<file path="src/common/spr_regs_pkg.sv">
package spr_regs_pkg;

   // Register addresses on the serial I/O instruction byte
   localparam logic [7:0] ADDR_PHASE = 8'h08;
   localparam logic [7:0] ADDR_AMP = 8'h09;
   localparam logic [7:0] ADDR_SYNC = 8'h0a;
   localparam logic [7:0] ADDR_LIMIT = 8'h0b;

   // Widths of each register
   localparam int PHASE_W = 16;
   localparam int AMP_W = 32;
   localparam int SYNC_W = 32;
   localparam int LIMIT_W = 64;
   localparam int DATA_W = 64;

   // Amplitude register fields
   localparam int AMP_RATE_MSB = 31;
   localparam int AMP_RATE_LSB = 16;
   localparam int AMP_SCALE_MSB = 15;
   localparam int AMP_SCALE_LSB = 2;
   localparam int AMP_STEP_MSB = 1;
   localparam int AMP_STEP_LSB = 0;

   // Sync register fields
   localparam int SYNC_VAL_MSB = 31;
   localparam int SYNC_VAL_LSB = 28;
   localparam int SYNC_RX_BIT = 27;
   localparam int SYNC_GEN_BIT = 26;
   localparam int SYNC_POL_BIT = 25;
   localparam int SYNC_PRE_MSB = 23;
   localparam int SYNC_PRE_LSB = 18;
   localparam int SYNC_ODLY_MSB = 15;
   localparam int SYNC_ODLY_LSB = 11;
   localparam int SYNC_IDLY_MSB = 7;
   localparam int SYNC_IDLY_LSB = 3;
   // Bits that hold storage; all others read as zero
   localparam logic [31:0] SYNC_MASK = 32'hfefcf8f8;

   // Ramp limit fields
   localparam int LIM_UP_MSB = 63;
   localparam int LIM_UP_LSB = 32;
   localparam int LIM_LO_MSB = 31;
   localparam int LIM_LO_LSB = 0;

   // Reset values
   localparam logic [15:0] PHASE_RST = 16'h0000;
   localparam logic [31:0] AMP_RST = 32'h00000000;
   localparam logic [31:0] SYNC_RST = 32'h00000000;
   localparam logic [63:0] LIMIT_RST = 64'h0000000000000000;

   // Output keying mode that lets the ramp fields act
   localparam logic [1:0] KEY_AUTO = 2'h3;

endpackage

</file>
<file path="src/verilog/spr_field_gate.sv">
`timescale 1ns/1ps
`default_nettype none
// Registered gate: passes a stored field only while its feature is enabled
module spr_field_gate #(
   parameter int W = 8
) (
   input wire logic clk_sys_in,
   input wire logic rst_in,
   input wire logic enable_in,
   input wire logic [W-1:0] value_in,
   output logic [W-1:0] value_out
);

   wire [W-1:0] value_next = enable_in ? value_in : '0;

   always_ff @(posedge clk_sys_in or posedge rst_in) begin
      if (rst_in) begin
         value_out <= '0;
      end else begin
         value_out <= value_next;
      end
   end

endmodule
`default_nettype wire

</file>
<file path="src/verilog/spr_regs.sv">
`timescale 1ns/1ps
`default_nettype none
//
// Overview of operation
// - Phase offset register holds 16-bit phase offset, driven to the core.
// - Amplitude register bits 15:2 hold the 14-bit amplitude scale.
// - Amplitude bits 31:16 ramp rate acts only when keying mode is 11.
// - Amplitude bits 1:0 step size acts only when keying mode is 11.
// - Sync bits 31:28 set validation skew in ~150 ps steps; reset zero.
// - Sync bit 27 enables sync receiver; reset zero, disabled.
// - Sync bit 26 enables sync generator; reset zero, disabled.
// - Sync bit 25 picks generator edge: 0 rising (default), 1 falling.
// - On a sync pulse the clock generator loads 6-bit preset, bits 23:18.
// - Sync bits 15:11 set generator output delay; reset zero.
// - Sync bits 7:3 set receiver input delay; reset zero.
// - Ramp limit register acts only while ramp enable is set.
// - Ramp limit holds upper limit in 63:32, lower limit in 31:0.
module spr_regs
   import spr_regs_pkg::*;
(
   input wire logic clk_sys_in,
   input wire logic rst_in,
   input wire logic [7:0] reg_addr_in,
   input wire logic reg_wr_in,
   input wire logic reg_rd_in,
   input wire logic [DATA_W-1:0] reg_wdata_in,
   output logic [DATA_W-1:0] reg_rdata_out,
   output logic reg_rvalid_out,
   input wire logic [1:0] output_keying_mode_in,
   input wire logic ramp_enable_in,
   input wire logic sync_pulse_in,
   output logic [PHASE_W-1:0] phase_offset_out,
   output logic [13:0] amp_scale_out,
   output logic [15:0] amp_ramp_rate_out,
   output logic [1:0] amp_step_out,
   output logic [3:0] sync_valid_delay_out,
   output logic sync_rx_en_out,
   output logic sync_gen_en_out,
   output logic sync_gen_pol_out,
   output logic [5:0] sync_preset_out,
   output logic [4:0] sync_out_delay_out,
   output logic [4:0] sync_in_delay_out,
   output logic sync_state_load_out,
   output logic [5:0] sync_state_out,
   output logic [31:0] ramp_upper_out,
   output logic [31:0] ramp_lower_out
);

   ////////////////////////////////////////////////////////////////////////
   // Storage

   logic [PHASE_W-1:0] phase_reg;
   logic [AMP_W-1:0] amp_reg;
   logic [SYNC_W-1:0] sync_reg;
   logic [LIMIT_W-1:0] limit_reg;

   wire wr_phase = reg_wr_in && (reg_addr_in == ADDR_PHASE);
   wire wr_amp = reg_wr_in && (reg_addr_in == ADDR_AMP);
   wire wr_sync = reg_wr_in && (reg_addr_in == ADDR_SYNC);
   wire wr_limit = reg_wr_in && (reg_addr_in == ADDR_LIMIT);

   // Only bits that exist are stored, so reserved bits can never read back
   wire [SYNC_W-1:0] sync_wr_val = reg_wdata_in[SYNC_W-1:0] & SYNC_MASK;

   always_ff @(posedge clk_sys_in or posedge rst_in) begin
      if (rst_in) begin
         phase_reg <= PHASE_RST;
         amp_reg <= AMP_RST;
         sync_reg <= SYNC_RST;
         limit_reg <= LIMIT_RST;
      end else begin
         if (wr_phase) begin
            phase_reg <= reg_wdata_in[PHASE_W-1:0];
         end
         if (wr_amp) begin
            amp_reg <= reg_wdata_in[AMP_W-1:0];
         end
         if (wr_sync) begin
            sync_reg <= sync_wr_val;
         end
         if (wr_limit) begin
            limit_reg <= reg_wdata_in;
         end
      end
   end

   ////////////////////////////////////////////////////////////////////////
   // Read port: one cycle latency, unmapped addresses return zero

   wire [DATA_W-1:0] rd_mux =
      (reg_addr_in == ADDR_PHASE) ? {48'h0, phase_reg} :
      (reg_addr_in == ADDR_AMP) ? {32'h0, amp_reg} :
      (reg_addr_in == ADDR_SYNC) ? {32'h0, sync_reg} :
      (reg_addr_in == ADDR_LIMIT) ? limit_reg : 64'h0;

   always_ff @(posedge clk_sys_in or posedge rst_in) begin
      if (rst_in) begin
         reg_rdata_out <= 64'h0;
         reg_rvalid_out <= 1'b0;
      end else begin
         reg_rdata_out <= reg_rd_in ? rd_mux : 64'h0;
         reg_rvalid_out <= reg_rd_in;
      end
   end

   ////////////////////////////////////////////////////////////////////////
   // Direct field outputs, one register stage after storage

   always_ff @(posedge clk_sys_in or posedge rst_in) begin
      if (rst_in) begin
         phase_offset_out <= PHASE_RST;
         amp_scale_out <= '0;
         sync_valid_delay_out <= '0;
         sync_rx_en_out <= 1'b0;
         sync_gen_en_out <= 1'b0;
         sync_gen_pol_out <= 1'b0;
         sync_preset_out <= '0;
         sync_out_delay_out <= '0;
         sync_in_delay_out <= '0;
      end else begin
         phase_offset_out <= phase_reg;
         amp_scale_out <= amp_reg[AMP_SCALE_MSB:AMP_SCALE_LSB];
         sync_valid_delay_out <= sync_reg[SYNC_VAL_MSB:SYNC_VAL_LSB];
         sync_rx_en_out <= sync_reg[SYNC_RX_BIT];
         sync_gen_en_out <= sync_reg[SYNC_GEN_BIT];
         sync_gen_pol_out <= sync_reg[SYNC_POL_BIT];
         sync_preset_out <= sync_reg[SYNC_PRE_MSB:SYNC_PRE_LSB];
         sync_out_delay_out <= sync_reg[SYNC_ODLY_MSB:SYNC_ODLY_LSB];
         sync_in_delay_out <= sync_reg[SYNC_IDLY_MSB:SYNC_IDLY_LSB];
      end
   end

   ////////////////////////////////////////////////////////////////////////
   // Sync preset load; the pulse comes from on-chip logic on this clock

   always_ff @(posedge clk_sys_in or posedge rst_in) begin
      if (rst_in) begin
         sync_state_load_out <= 1'b0;
         sync_state_out <= '0;
      end else begin
         sync_state_load_out <= sync_pulse_in;
         if (sync_pulse_in) begin
            sync_state_out <= sync_reg[SYNC_PRE_MSB:SYNC_PRE_LSB];
         end
      end
   end

   ////////////////////////////////////////////////////////////////////////
   // Gated fields: zero while their feature is off, so the engines
   // downstream never see stale settings

   wire keying_auto = (output_keying_mode_in == KEY_AUTO);

   spr_field_gate #(.W(18)) u_amp_gate (
      .clk_sys_in(clk_sys_in),
      .rst_in(rst_in),
      .enable_in(keying_auto),
      .value_in({amp_reg[AMP_RATE_MSB:AMP_RATE_LSB],
                 amp_reg[AMP_STEP_MSB:AMP_STEP_LSB]}),
      .value_out({amp_ramp_rate_out, amp_step_out})
   );

   spr_field_gate #(.W(LIMIT_W)) u_limit_gate (
      .clk_sys_in(clk_sys_in),
      .rst_in(rst_in),
      .enable_in(ramp_enable_in),
      .value_in({limit_reg[LIM_UP_MSB:LIM_UP_LSB],
                 limit_reg[LIM_LO_MSB:LIM_LO_LSB]}),
      .value_out({ramp_upper_out, ramp_lower_out})
   );

   ////////////////////////////////////////////////////////////////////////
   // Assertions

   property p_phase;
      @(posedge clk_sys_in) disable iff (rst_in)
      wr_phase |=> ##1
         phase_offset_out == $past(reg_wdata_in[PHASE_W-1:0], 2);
   endproperty
   a_phase: assert property (p_phase) else $error("phase offset lost");

   property p_scale;
      @(posedge clk_sys_in) disable iff (rst_in)
      wr_amp |=> ##1 amp_scale_out ==
         $past(reg_wdata_in[AMP_SCALE_MSB:AMP_SCALE_LSB], 2);
   endproperty
   a_scale: assert property (p_scale) else $error("amp scale lost");

   property p_rate_on;
      @(posedge clk_sys_in) disable iff (rst_in)
      keying_auto |=>
         amp_ramp_rate_out == $past(amp_reg[AMP_RATE_MSB:AMP_RATE_LSB]);
   endproperty
   a_rate_on: assert property (p_rate_on) else $error("ramp rate wrong");

   property p_step_off;
      @(posedge clk_sys_in) disable iff (rst_in)
      !keying_auto |=> amp_step_out == 2'h0 && amp_ramp_rate_out == 16'h0;
   endproperty
   a_step_off: assert property (p_step_off) else $error("step leaks");

   property p_sync_fields;
      @(posedge clk_sys_in) disable iff (rst_in)
      wr_sync |=> ##1
         sync_valid_delay_out ==
            $past(reg_wdata_in[SYNC_VAL_MSB:SYNC_VAL_LSB], 2)
         && sync_out_delay_out ==
            $past(reg_wdata_in[SYNC_ODLY_MSB:SYNC_ODLY_LSB], 2)
         && sync_in_delay_out ==
            $past(reg_wdata_in[SYNC_IDLY_MSB:SYNC_IDLY_LSB], 2);
   endproperty
   a_sync_fields: assert property (p_sync_fields) else $error("delay bad");

   property p_sync_en;
      @(posedge clk_sys_in) disable iff (rst_in)
      wr_sync |=> ##1 sync_rx_en_out == $past(reg_wdata_in[SYNC_RX_BIT], 2)
         && sync_gen_en_out == $past(reg_wdata_in[SYNC_GEN_BIT], 2);
   endproperty
   a_sync_en: assert property (p_sync_en) else $error("enable bad");

   property p_pol;
      @(posedge clk_sys_in) disable iff (rst_in)
      wr_sync |=> ##1
         sync_gen_pol_out == $past(reg_wdata_in[SYNC_POL_BIT], 2);
   endproperty
   a_pol: assert property (p_pol) else $error("polarity bad");

   property p_preset;
      @(posedge clk_sys_in) disable iff (rst_in)
      sync_pulse_in |=> sync_state_load_out
         && sync_state_out == $past(sync_reg[SYNC_PRE_MSB:SYNC_PRE_LSB]);
   endproperty
   a_preset: assert property (p_preset) else $error("preset not loaded");

   property p_ramp_off;
      @(posedge clk_sys_in) disable iff (rst_in)
      !ramp_enable_in |=> ramp_upper_out == 32'h0 && ramp_lower_out == 32'h0;
   endproperty
   a_ramp_off: assert property (p_ramp_off) else $error("limit leaks");

   property p_ramp_on;
      @(posedge clk_sys_in) disable iff (rst_in)
      ramp_enable_in |=>
         ramp_upper_out == $past(limit_reg[LIM_UP_MSB:LIM_UP_LSB])
         && ramp_lower_out == $past(limit_reg[LIM_LO_MSB:LIM_LO_LSB]);
   endproperty
   a_ramp_on: assert property (p_ramp_on) else $error("limit wrong");

   property p_reserved;
      @(posedge clk_sys_in) disable iff (rst_in)
      reg_rd_in && reg_addr_in == ADDR_SYNC
         |=> (reg_rdata_out & ~{32'h0, SYNC_MASK}) == 64'h0;
   endproperty
   a_reserved: assert property (p_reserved) else $error("reserved set");

   c_keying: cover property (@(posedge clk_sys_in) wr_amp ##1 keying_auto);
   c_ramp: cover property (@(posedge clk_sys_in) wr_limit ##1 ramp_enable_in);
   c_sync: cover property (@(posedge clk_sys_in) wr_sync ##[1:4] sync_pulse_in);
   c_read: cover property (@(posedge clk_sys_in) reg_rd_in ##1 reg_rvalid_out);

endmodule
`default_nettype wire

</file>
<file path="config.mk">
export PLATFORM = sky130hd
export DESIGN_NAME = spr_regs
export DESIGN_NICKNAME = d
export VERILOG_FILES = /design/src/common/spr_regs_pkg.sv /design/src/verilog/spr_field_gate.sv /design/src/verilog/spr_regs.sv
export SDC_FILE = /design/constraint.sdc
export NUM_CORES = 1
export LEC_CHECK = 0
export ABC_AREA = 0
export BUFFER_PORTS_ARGS = -buffer_cell sky130_fd_sc_hd__buf_2
export CAP_MARGIN = 30
export CORE_ASPECT_RATIO = 1.4
export CORE_MARGIN = 2
export CORE_UTILIZATION = 45
export CTS_CLUSTER_DIAMETER = 40
export DETAILED_ROUTE_END_ITERATION = 6
export PLACE_DENSITY = 0.81
export SYNTH_ARGS = -nofsm -noshare
export SYNTH_HDL_FRONTEND = slang
export SYNTH_SLANG_ARGS = --single-unit
export TNS_END_PERCENT = 20
</file>
<file path="constraint.sdc">
create_clock -name clk_sys_in -period 20.2 [get_ports clk_sys_in]
set_input_delay 2.02 -clock clk_sys_in [delete_from_list [all_inputs] [get_ports clk_sys_in]]
set_output_delay 2.02 -clock clk_sys_in [all_outputs]
set_load 0.05 [all_outputs]
</file>
### Word-level counts from Yosys, hierarchy flattened

Index checks and enable logic that the tools add are counted.

| operators by class | value |
|---|---|
| reductions and logical operators | 4 |
| equal/unequal tests | 5 |
| mux-type cells | 7 |

Operators with widths:

| operator | number |
|---|---|
| two-way mux 64 bit | 6 |
| == test 8 x 4 -> 1 bit (second input constant) | 4 |
| two-way mux 18 bit | 1 |
| logical AND 1 bit | 4 |
| == test 2 bit (second input constant) | 1 |

| word-level totals | value |
|---|---|
| output and inout port bits | 207 |
| flip-flop bits (word level) | 342 |
| logic and storage cells | 35 |

### Depth between registers and ports, before layout

Gate-level depths: netlist (run 1).

| logic depth | value |
|---|---|
| word-level depth | 6 |
| depth in mapped cells | 5 |

### Hierarchy

A second synthesis (run 1) with hierarchy kept.

| second synthesis, totals | value |
|---|---|
| cells, all modules | 735 |
| area, all modules | 12226.7 µm² |

Modules (own cells, without submodules):

| module | cells an instance | area each (µm²) | instances |
|---|---|---|---|
| spr_regs | 562 | 9515.4 | 1 |
| spr_field_gate (u_limit_gate) | 135 | 2115.8 | 1 |
| spr_field_gate (u_amp_gate) | 38 | 595.6 | 1 |

### Least setup slack after synthesis (run 1)

OpenSTA, ideal clock, no wires.

| path | value |
|---|---|
| path type | input port to flip-flop |
| start point | in reg_addr_in[1] |
| end point | reg sync_reg[23] |
| arrival time | 3250 ps |
| setup time | 128 ps |
| stages | 5 |
| setup slack | 16823 ps |
| cell sequence | clkbuf_1 nor2b_1 nand3_1 buf_2 mux2_1 |

| on the way | value |
|---|---|
| cells in the longest elaborated chain, start to end | 2 |

RTL lines:

| what | line | text |
|---|---|---|
| start, declared | spr_regs.sv:23 | `input wire logic [7:0] reg_addr_in,` |
| == test 8 x 4 -> 1 bit | spr_regs.sv:59 | `wire wr_sync = reg_wr_in && (reg_addr_in == ADDR_SYNC);` |
| logical AND 1 bit | spr_regs.sv:59 |  |
| end signal, assigned | spr_regs.sv:79 | `sync_reg <= sync_wr_val;` |
| end, declared | spr_regs.sv:54 | `logic [SYNC_W-1:0] sync_reg;` |

Every way passes these cells.
A chain may end at the register's enable or synchronous reset.

### Final worst setup path (run 1)

Ends and elaborated chain as after synthesis.

==> impl_metrics.yaml, run 1 <==
logic_synthesis:
  yosys_warnings: 0
  synth.area.top_cells: "dfrtp_1, mux2_2, and2_1"
  seq_area_frac_synth: 0.7204
  syn_avg_cell_area_sq_um: 16.25
  synth_top_area_cell: "dfrtp_1"
  synth-simple-area-share: 0.08110
  synthAdderAreaFrac: 0
  ys_types: 21
  synth_mux_area_frac: 0.1731
  synth_compound_area_frac: 0.01201
  synth_top_area_frac: 0.7204
  syn_area_sq_um: 11880
  syn-num-nets: 811
  synth_top_family_by_area: "multiplexers"
  synth_xor_area_frac: 0
  yosys_register_bits: 342
  synthCells: 731
worst_setup_path:
  crit_path_end_kind: "flip-flop"
  crit_type: "in -> reg"
  critPathMaxFanout: 36
  regToRegSetupSlack_ns: 19.03
  cp.arrival_ns: 4.68
  regToRegStartpoint: "sync_reg[4]"
  crit_required_ns: 20.56
  rr_endpoint: "reg_rdata_out[4]"
  cp-start-kind: "input pin"
  worstRegToRegCells: 2
floorplan:
  dieArea_sq_um: 27730
  core_sq_um: 26010
  ios: 287
  placementRows: 70
  dieWidth_um: 141.3
  start_util: 0.4567
  die_h_um: 196.3
power_and_ir_drop:
  p_clk_frac: 0.445
  pwr-share-seq: 0.485
  p_sw_frac: 0.2313
  power_density_nw_per_um2: 99.45
  p_leak_nw: 8.311
  netSwitchingPower_mw: 0.3433
  p_comb_frac: 0.070
  irDropWorstVdd_v: 0.00006658
  cell_internal_pwr_mw: 1.141
cells_and_area:
  nets: 1106
  drive_gt1_frac: 0.5038
  layout_commonest_cell: "dfrtp_1"
  area_growth_pct: 25.64
  layout_common_cells: "dfrtp_1, buf_2, mux2_2"
  fillCellCount: 1998
  multi_input_area_sq_um: 3183
  seqCellArea_sq_um: 8558
grt:
  track_usage: 0.1950
  overflow: 0
  first_global_vias: 7467
  antenna_found_initial: 1
  grt_pass1_wl_um: 41600
  grt_max_degree: 190
clock_tree:
  post_cts_buffers: 0
  cts_resized: 0
  hold_buffers: 0
  clock_latency_ns: 0.49
  clockBufferDepth: 3
  htree_levels: 2
  cts_tree: "built"
  clkSlewWorstSetupHoldPaths_ns: 0.06
  numCtsBuffers: 34
  clockRootBuffer: "clkbuf_16"
  cts_sinks: 342
route:
  wire_per_inst_um: 19.49
  drt_iter0_drc: 265
  vias: 6913
  drtAntennaViolNets: 0
  via_per_inst: 5.020
  drc_errors: 0
  routed_wl_um: 26840
  firstDrtPassIters: 5
timing:
  rsz0062_at_grt: "no"
  finalCritPeriodShare: 0.2135
  period_needed_ns: 4.312
  setup_viol: 0
  fin_skew_ns: 0.01188
  relSlewSlack: 0.3309
  timing.final.ws_setup_ns: 15.89
  fmax_ghz: 0.2319
  worstMarginPinSlew_ns: 1.004
  whs_ns: 0.3927
  fin_tns_setup_ns: 0
  drv_slew: 0
  hold_violations: 0
hold_path:
  hold_path_end: "phase_offset_out[12]"
  hold_depth: 0
  hp-class: "reg -> reg"
  hp-start: "phase_reg[12]"
run:
  drv_cap: 0
placement:
  portBuffers: 286
  gp_congestion: 0.7840
  dp_hpwl_um: 17550
  post-place-ws_ns: 15.35
run_status:
  status: "finished, final reports clean"
## kinds of logic (layout without fill, tap and decap cells)
family	after synthesis	count (layout)
other	0	3
AO/OA/AOI/OAI	19	19
AND/OR/NAND/NOR	159	159
flip-flops	342	342
buffers and inverters	38	357
multiplexers	173	173
## final cells by class
type	count	area share
multi-input combinational	351	0.2132
clock inverter	21	0.01936
inverter	1	0.0007544
clock buffer	39	0.06035
antenna	3	0.0005029
sequential	342	0.5733
tap	324	0.02716
timing repair buffer	296	0.1053
## critical path, stage by stage
cell	delay [ns]
buf_2	0.08
buf_4	0.47
nor2b_2	0.71
nand3_2	0.78
mux2_1	0.57
## power groups by stage
stage	registers (mW)	clock network [mW]	logic, mW
3_3_place_gp	0.731	0	0.102
2_1_floorplan	0.764	0	0.0365
3_5_place_dp	0.732	0	0.105
6_report	0.720	0.661	0.103
5_1_grt	0.722	0.703	0.111
4_1_cts	0.720	0.676	0.105
## per-layer routing
layer	routed length, um	share of wire	up-vias	GRT usage
met5	0	0	-	0
met4	842	0.031	0	0.06963
met3	1590	0.059	55	0.04271
met2	14050	0.52	242	0.3409
met1	10360	0.39	3544	0.2383
li1	-	-	3072	-
## synthesized netlist by cell type
cell      count
a22oi_1      19
and2_1       97
and3_1       18
and4_1        1
buf_1         1
buf_2        13
clkbuf_1     23
dfrtp_1     342
inv_1         1
mux2_1        1
mux2_2      159
mux2i_1       3
mux4_2       10
nand3_1       2
nand3_2       2
nand4_1       1
nand4b_1      1
nor2_1       24
nor2b_1      11
nor3b_1       1
nor4b_4       1
## metrics by stage
stage	utilization	total power, mW	cell area, sq um	instances
floorplan	-	0.8002	11880	731
global placement	0.5249	0.8329	13650	1311
detailed placement	0.5278	0.8371	13730	1314
CTS	0.5735	1.501	14920	1374
global route	0.5736	1.537	14920	1375
finish	0.5738	1.484	14930	1377
## worst max-delay path by stage
stage | start | endpoint | slack, ns | depth (start not counted)
finish | reg_addr_in[1] | sync_reg[23] | 15.89 | 5
global route | reg_addr_in[1] | sync_reg[23] | 15.70 | 5
CTS | reg_addr_in[1] | sync_reg[23] | 15.86 | 5
detailed placement | reg_addr_in[1] | sync_reg[23] | 15.35 | 5
global placement | reg_addr_in[1] | sync_reg[23] | 15.41 | 5
floorplan | rst_in | amp_reg[0] | 8.70 | 1
No activity file was read; power rests on OpenSTA's default activity.
==> inputs of run 2 (changes only) <==
--- a/config.mk
+++ b/config.mk
@@ -5,7 +5,7 @@
 export SDC_FILE = /design/constraint.sdc
 export NUM_CORES = 1
 export LEC_CHECK = 0
-export ABC_AREA = 0
+export ABC_AREA = 1
 export BUFFER_PORTS_ARGS = -buffer_cell sky130_fd_sc_hd__buf_2
 export CAP_MARGIN = 30
 export CORE_ASPECT_RATIO = 1.4
@@ -13,7 +13,7 @@
 export CORE_UTILIZATION = 45
 export CTS_CLUSTER_DIAMETER = 40
 export DETAILED_ROUTE_END_ITERATION = 6
-export PLACE_DENSITY = 0.81
+export PLACE_DENSITY = 0.83
 export SYNTH_ARGS = -nofsm -noshare
 export SYNTH_HDL_FRONTEND = slang
 export SYNTH_SLANG_ARGS = --single-unit
==> constraint.sdc (replaced) <==
create_clock -name clk_sys_in -period 3.5 [get_ports clk_sys_in]
set_input_delay 0.35 -clock clk_sys_in [delete_from_list [all_inputs] [get_ports clk_sys_in]]
set_output_delay 0.35 -clock clk_sys_in [all_outputs]
set_load 0.05 [all_outputs]
==> impl_metrics.yaml, run 2 <==
run_status:
  status: "finished, final reports clean"
grt:
  grt_max_degree: 68
  overflow: 0
  first_global_vias: 9623
  antenna_found_initial: 2
  grt_pass1_wl_um: 49370
  track_usage: 0.2235
floorplan:
  start_util: 0.4574
  die_h_um: 199.7
  placementRows: 71
  dieArea_sq_um: 28710
  ios: 287
  core_sq_um: 26920
  dieWidth_um: 143.8
placement:
  portBuffers: 286
  placed_cells: 1828
  dp_hpwl_um: 21250
  gp_congestion: 0.8203
route:
  via_per_inst: 4.960
  drtAntennaViolNets: 0
  firstDrtPassIters: 5
  routed_wl_um: 31950
  wire_per_inst_um: 16.90
  drt_iter0_drc: 554
  vias: 9379
  drc_errors: 0
timing:
  whs_ns: 0.04854
  drv_slew: 0
  worstMarginPinSlew_ns: 0.9865
  finalCritPeriodShare: 0.5981
  setup_viol: 0
  period_needed_ns: 2.093
  fmax_ghz: 0.4777
  hold_violations: 0
  relSlewSlack: 0.3407
  rsz0062_at_grt: "no"
  fin_skew_ns: 0.01843
hold_path:
  hp-class: "in -> reg"
logic_synthesis:
  syn-num-nets: 1296
  synthCells: 1216
  netlist_top_cells_count: "dfrtp_1, nand2_1, inv_1"
  synth_top_area_cell: "dfrtp_1"
  synth.area.top_cells: "dfrtp_1, nand2_1, inv_1"
  yosys.cell_count.top_type: "dfrtp_1"
  syn_area_sq_um: 12310
  syn_avg_cell_area_sq_um: 10.12
  ys_types: 19
  synth_edf_count: 0
  yosys_most_used_dff: "dfrtp_1"
  ys_async_sr_fraction: 1.000
  yosys_register_bits: 342
  yosys_warnings: 0
  synth_top_area_frac: 0.6952
  seq_area_frac_synth: 0.6952
power_and_ir_drop:
  irDropWorstVdd_v: 0.0004171
  power_density_nw_per_um2: 563.4
  p_leak_nw: 9.069
  power.total_mw: 8.725
worst_setup_path:
  rr_endpoint: "reg_rdata_out[18]"
  regToRegSetupSlack_ns: 2.61
  cp-startpoint: "reg_addr_in[5]"
  cp-start-kind: "input pin"
  worstRegToRegCells: 4
  crit_path_end_kind: "flip-flop"
  cp.arrival_ns: 2.50
  crit_type: "in -> reg"
  regToRegStartpoint: "sync_reg[18]"
  critPathMaxFanout: 60
  crit_required_ns: 3.91
  endpoint: "reg_rdata_out[34]"
cells_and_area:
  layout_commonest_cell: "dfrtp_1"
  area_growth_pct: 25.80
  final_cells: 1891
  layout_common_cells: "dfrtp_1, buf_2, nand2_1"
  nets: 1581
  diodes: 0
  fillCellCount: 2196
  drive_gt1_frac: 0.2562
clock_tree:
  cts_tree: "built"
  clockBufferDepth: 3
  cts_sinks: 342
  clkSlewWorstSetupHoldPaths_ns: 0.06
  post_cts_buffers: 0
  clock_latency_ns: 0.52
  htree_levels: 2
  clockRootBuffer: "clkbuf_16"
  numCtsBuffers: 35
run:
  drv_cap: 0
[run 2: worst min-delay path by stage]
stage	start	to	slack (ns)	depth (start not counted)
after floorplan	phase_reg[11]	phase_offset_out[11]	0.37	0
after global placement	phase_reg[5]	phase_offset_out[5]	0.38	0
after detailed placement	phase_reg[13]	phase_offset_out[13]	0.39	0
after CTS	sync_pulse_in	sync_state_load_out	0.03	1
after global routing	sync_pulse_in	sync_state_load_out	0.03	1
final	sync_pulse_in	sync_state_load_out	0.05	1
[run 2: cell type report]
class,instances,area [sq um],area share
clock buffers,44,980.9,0.06334
clock inverters,18,277.8,0.01794
inverters,179,675.6,0.04363
multi-input cells,629,2830,0.1828
flip-flops and latches,342,8558,0.5526
well taps,365,456.7,0.02949
repair buffers,314,1707,0.1102
[run 2: layer usage]
| metal | global-route usage | vias to the layer above | wire (um) | part of all wire |
|---|---|---|---|---|
| met4 | 0.09877 | 4 | 1119 | 0.035 |
| met2 | 0.3937 | 420 | 16540 | 0.52 |
| li1 | - | 4341 | - | - |
| met1 | 0.2649 | 4534 | 12280 | 0.38 |
| met5 | 0 | - | 21 | 0.00066 |
| met3 | 0.04385 | 80 | 1984 | 0.062 |
[run 2: critical path: stages]
cell	delay (ns)
buf_2	0.10
nor2_1	0.09
nand2_1	0.19
inv_2	0.40
buf_4	0.60
nand4_1	0.18
buf_4	0.30
nor3_1	0.27
[run 2: stage by stage]
stage / setup WS (ns) / utilization / instance area, sq um / TNS [ns]
after floorplan: -1.425 / - / 12310 / -487.18
after global placement: 1.104 / 0.5274 / 14200 / 0
after detailed placement: 0.9466 / 0.5282 / 14220 / 0
after CTS: 1.433 / 0.5753 / 15490 / 0
after global routing: 1.228 / 0.5753 / 15490 / 0
final: 1.407 / 0.5753 / 15490 / 0
[run 2: cell families (layout without fill, tap and decap cells)]
logic type      count (synthesis)  after routing  share of synthesized area
compound gates                122            122                    0.04960
mux                             6              6                   0.005488
buf+inv                       245            555                    0.07694
flops                         342            342                     0.6952
simple gates                  501            501                     0.1728
[run 2: report_power, final]
part / switching, mW / total [mW] / leakage [nW] / internal (mW)
clock network: 1.55 / 3.95 / 0.619 / 2.40
registers: 0.0821 / 4.17 / 4.73 / 4.08
logic: 0.465 / 0.609 / 3.72 / 0.144
total: 2.10 / 8.73 / 9.07 / 6.63
[run 2: repair_timing]
action | 4_1_cts | 5_1_grt
hold buffers | 1 | 0
gates resized for setup | 0 | 0
endpoints found under the hold margin | 11 | 0
==> inputs of run 3 (changes only) <==
==> constraint.sdc (replaced) <==
create_clock -name clk_sys_in -period 1.75 [get_ports clk_sys_in]
set_input_delay 0.175 -clock clk_sys_in [delete_from_list [all_inputs] [get_ports clk_sys_in]]
set_output_delay 0.175 -clock clk_sys_in [all_outputs]
set_load 0.05 [all_outputs]
==> impl_metrics.yaml, run 3 (synthesized netlist as in run 2, its figures left out) <==
timing:
  worstMarginPinSlew_ns: 0.5238
  finalCritPeriodShare: 0.7636
  fmax_ghz: 0.7483
  fin_skew_ns: 0.01037
  whs_ns: 0.1458
  rsz0062_at_grt: "no"
  drv_slew: 0
  relSlewSlack: 0.6504
  setup_viol: 0
  hold_violations: 0
  period_needed_ns: 1.336
floorplan:
  dieWidth_um: 143.8
  core_sq_um: 26920
  die_h_um: 199.7
  dieArea_sq_um: 28710
  ios: 287
  start_util: 0.4574
  placementRows: 71
worst_setup_path:
  critPathTopFamily: "buffers and inverters"
  crit_required_ns: 2.15
  cp_num_buf_inv: 3
  slowest_delay_ns: 0.52
  crit_path_end_kind: "flip-flop"
  crit_slowest_cell: "dlygate4sd3_1"
  cp.arrival_ns: 1.73
  path_cells: "dlygate4sd3_1 > buf_2 > nand2_1 > buf_4 > nor3_1"
  crit_type: "in -> reg"
  critPathMaxFanout: 35
  cp-start-kind: "input pin"
placement:
  portBuffers: 286
  dp_hpwl_um: 21410
  place_area_sq_um: 14400
  gp_congestion: 0.8150
power_and_ir_drop:
  pwr-share-seq: 0.489
  p_comb_frac: 0.081
  irDropWorstVdd_v: 0.0008841
  power_density_nw_per_um2: 1051
  cell_internal_pwr_mw: 12.86
  p_leak_nw: 9.391
  p_sw_frac: 0.2458
  p_clk_frac: 0.431
  netSwitchingPower_mw: 4.191
route:
  via_per_inst: 5.027
  routed_wl_um: 34190
  drt_iter0_drc: 812
  wire_per_inst_um: 17.33
  drtAntennaViolNets: 0
  vias: 9918
  firstDrtPassIters: 5
  drc_errors: 0
grt:
  first_global_vias: 10230
  grt_max_degree: 86
  antenna_found_initial: 6
  track_usage: 0.2398
  grt_pass1_wl_um: 52720
  overflow: 0
clock_tree:
  clockBufferDepth: 3
  cts_sinks: 342
  clkSlewWorstSetupHoldPaths_ns: 0.06
  htree_levels: 2
  clock_latency_ns: 0.51
  clockRootBuffer: "clkbuf_16"
  cts_tree: "built"
  numCtsBuffers: 35
run:
  drv_cap: 0
cells_and_area:
  layout_common_cells: "dfrtp_1, buf_2, nand2_1"
  fin_area_sq_um: 16230
  area_growth_pct: 31.81
  layout_commonest_cell: "dfrtp_1"
  nets: 1661
  drive_gt1_frac: 0.2506
hold_path:
  hp-class: "in -> reg"
run_status:
  status: "finished, final reports clean"
run 3: changes by cell type in the layout (fill, tap and decap cells not counted), moves of 3 or more:
cell and delta:
buf_12 +6, dlygate4sd3_1 +66, diode_2 +4, bufinv_16 -3, clkinv_2 +3, buf_4 +8
run 3: power by group through the flow:
| stage | Clock [mW] | Combinational [mW] | Sequential, mW |
|---|---|---|---|
| floorplan | 0 | 0.414 | 8.83 |
| global placement | 0 | 1.21 | 8.46 |
| detailed placement | 0 | 1.25 | 8.47 |
| CTS | 7.46 | 1.38 | 8.33 |
| global route | 7.80 | 1.49 | 8.36 |
| finish | 7.34 | 1.37 | 8.34 |
run 3: what timing repair did:
action | CTS | global route
endpoints found under the hold margin | 290 | 0
setup buffers | 0 | 0
resized for setup | 0 | 0
hold buffers | 67 | 0
run 3: final cells by class:
class                           instances  area [sq um]
Timing Repair Buffer                  394          2547
Inverter                              179         675.6
Clock inverter                         16         177.7
Sequential cell                       342          8558
Tap cell                              365         456.7
Antenna cell                            4         10.01
Clock buffer                           44         970.9
Multi-Input combinational cell        629          2830
Fill cell                            2079         10690
run 3: final timing paths:
kind                                               start                 endpoint  slack [ns]  depth (start not counted)
worst min-delay path            output_keying_mode_in[0]  u_amp_gate.value_out[9]        0.15                          4
min in group asynchronous                         rst_in     sync_in_delay_out[0]        0.35                          4
max in group asynchronous                         rst_in        reg_rdata_out[25]        0.91                          5
worst max-delay path                           reg_rd_in        reg_rdata_out[32]        0.41                          5
worst max register to register              sync_reg[22]        reg_rdata_out[22]        0.82                          4
worst min register to register              phase_reg[7]      phase_offset_out[7]        0.39                          0
run 3: worst register-to-register path, cell delays in order (launching register included):
cell     delay [ns]
dfrtp_1        0.44
nand3_1        0.14
nand3_1        0.11
nand2_1        0.09
inv_1          0.05
run 3: routing by layer:
metal / up-vias / track usage / part of all wire
li1: 4500 / - / -
met1: 4792 / 0.2710 / 0.36
met2: 505 / 0.4284 / 0.53
met3: 117 / 0.04529 / 0.063
met4: 4 / 0.1260 / 0.044
met5: - / 0 / 0.00064
run 3: per-stage QoR:
step                power, mW  setup TNS [ns]  std cells  worst slack (ns)  utilization
CTS                     17.17               0       1969            0.3954       0.6025
floorplan               9.248        -1025.83       1216            -3.000            -
finish                  17.05               0       1973            0.4137       0.6028
detailed placement      9.714               0       1842            0.1050       0.5349
global placement        9.674               0       1842            0.1968       0.5349
global route            17.66               0       1972            0.3632       0.6028
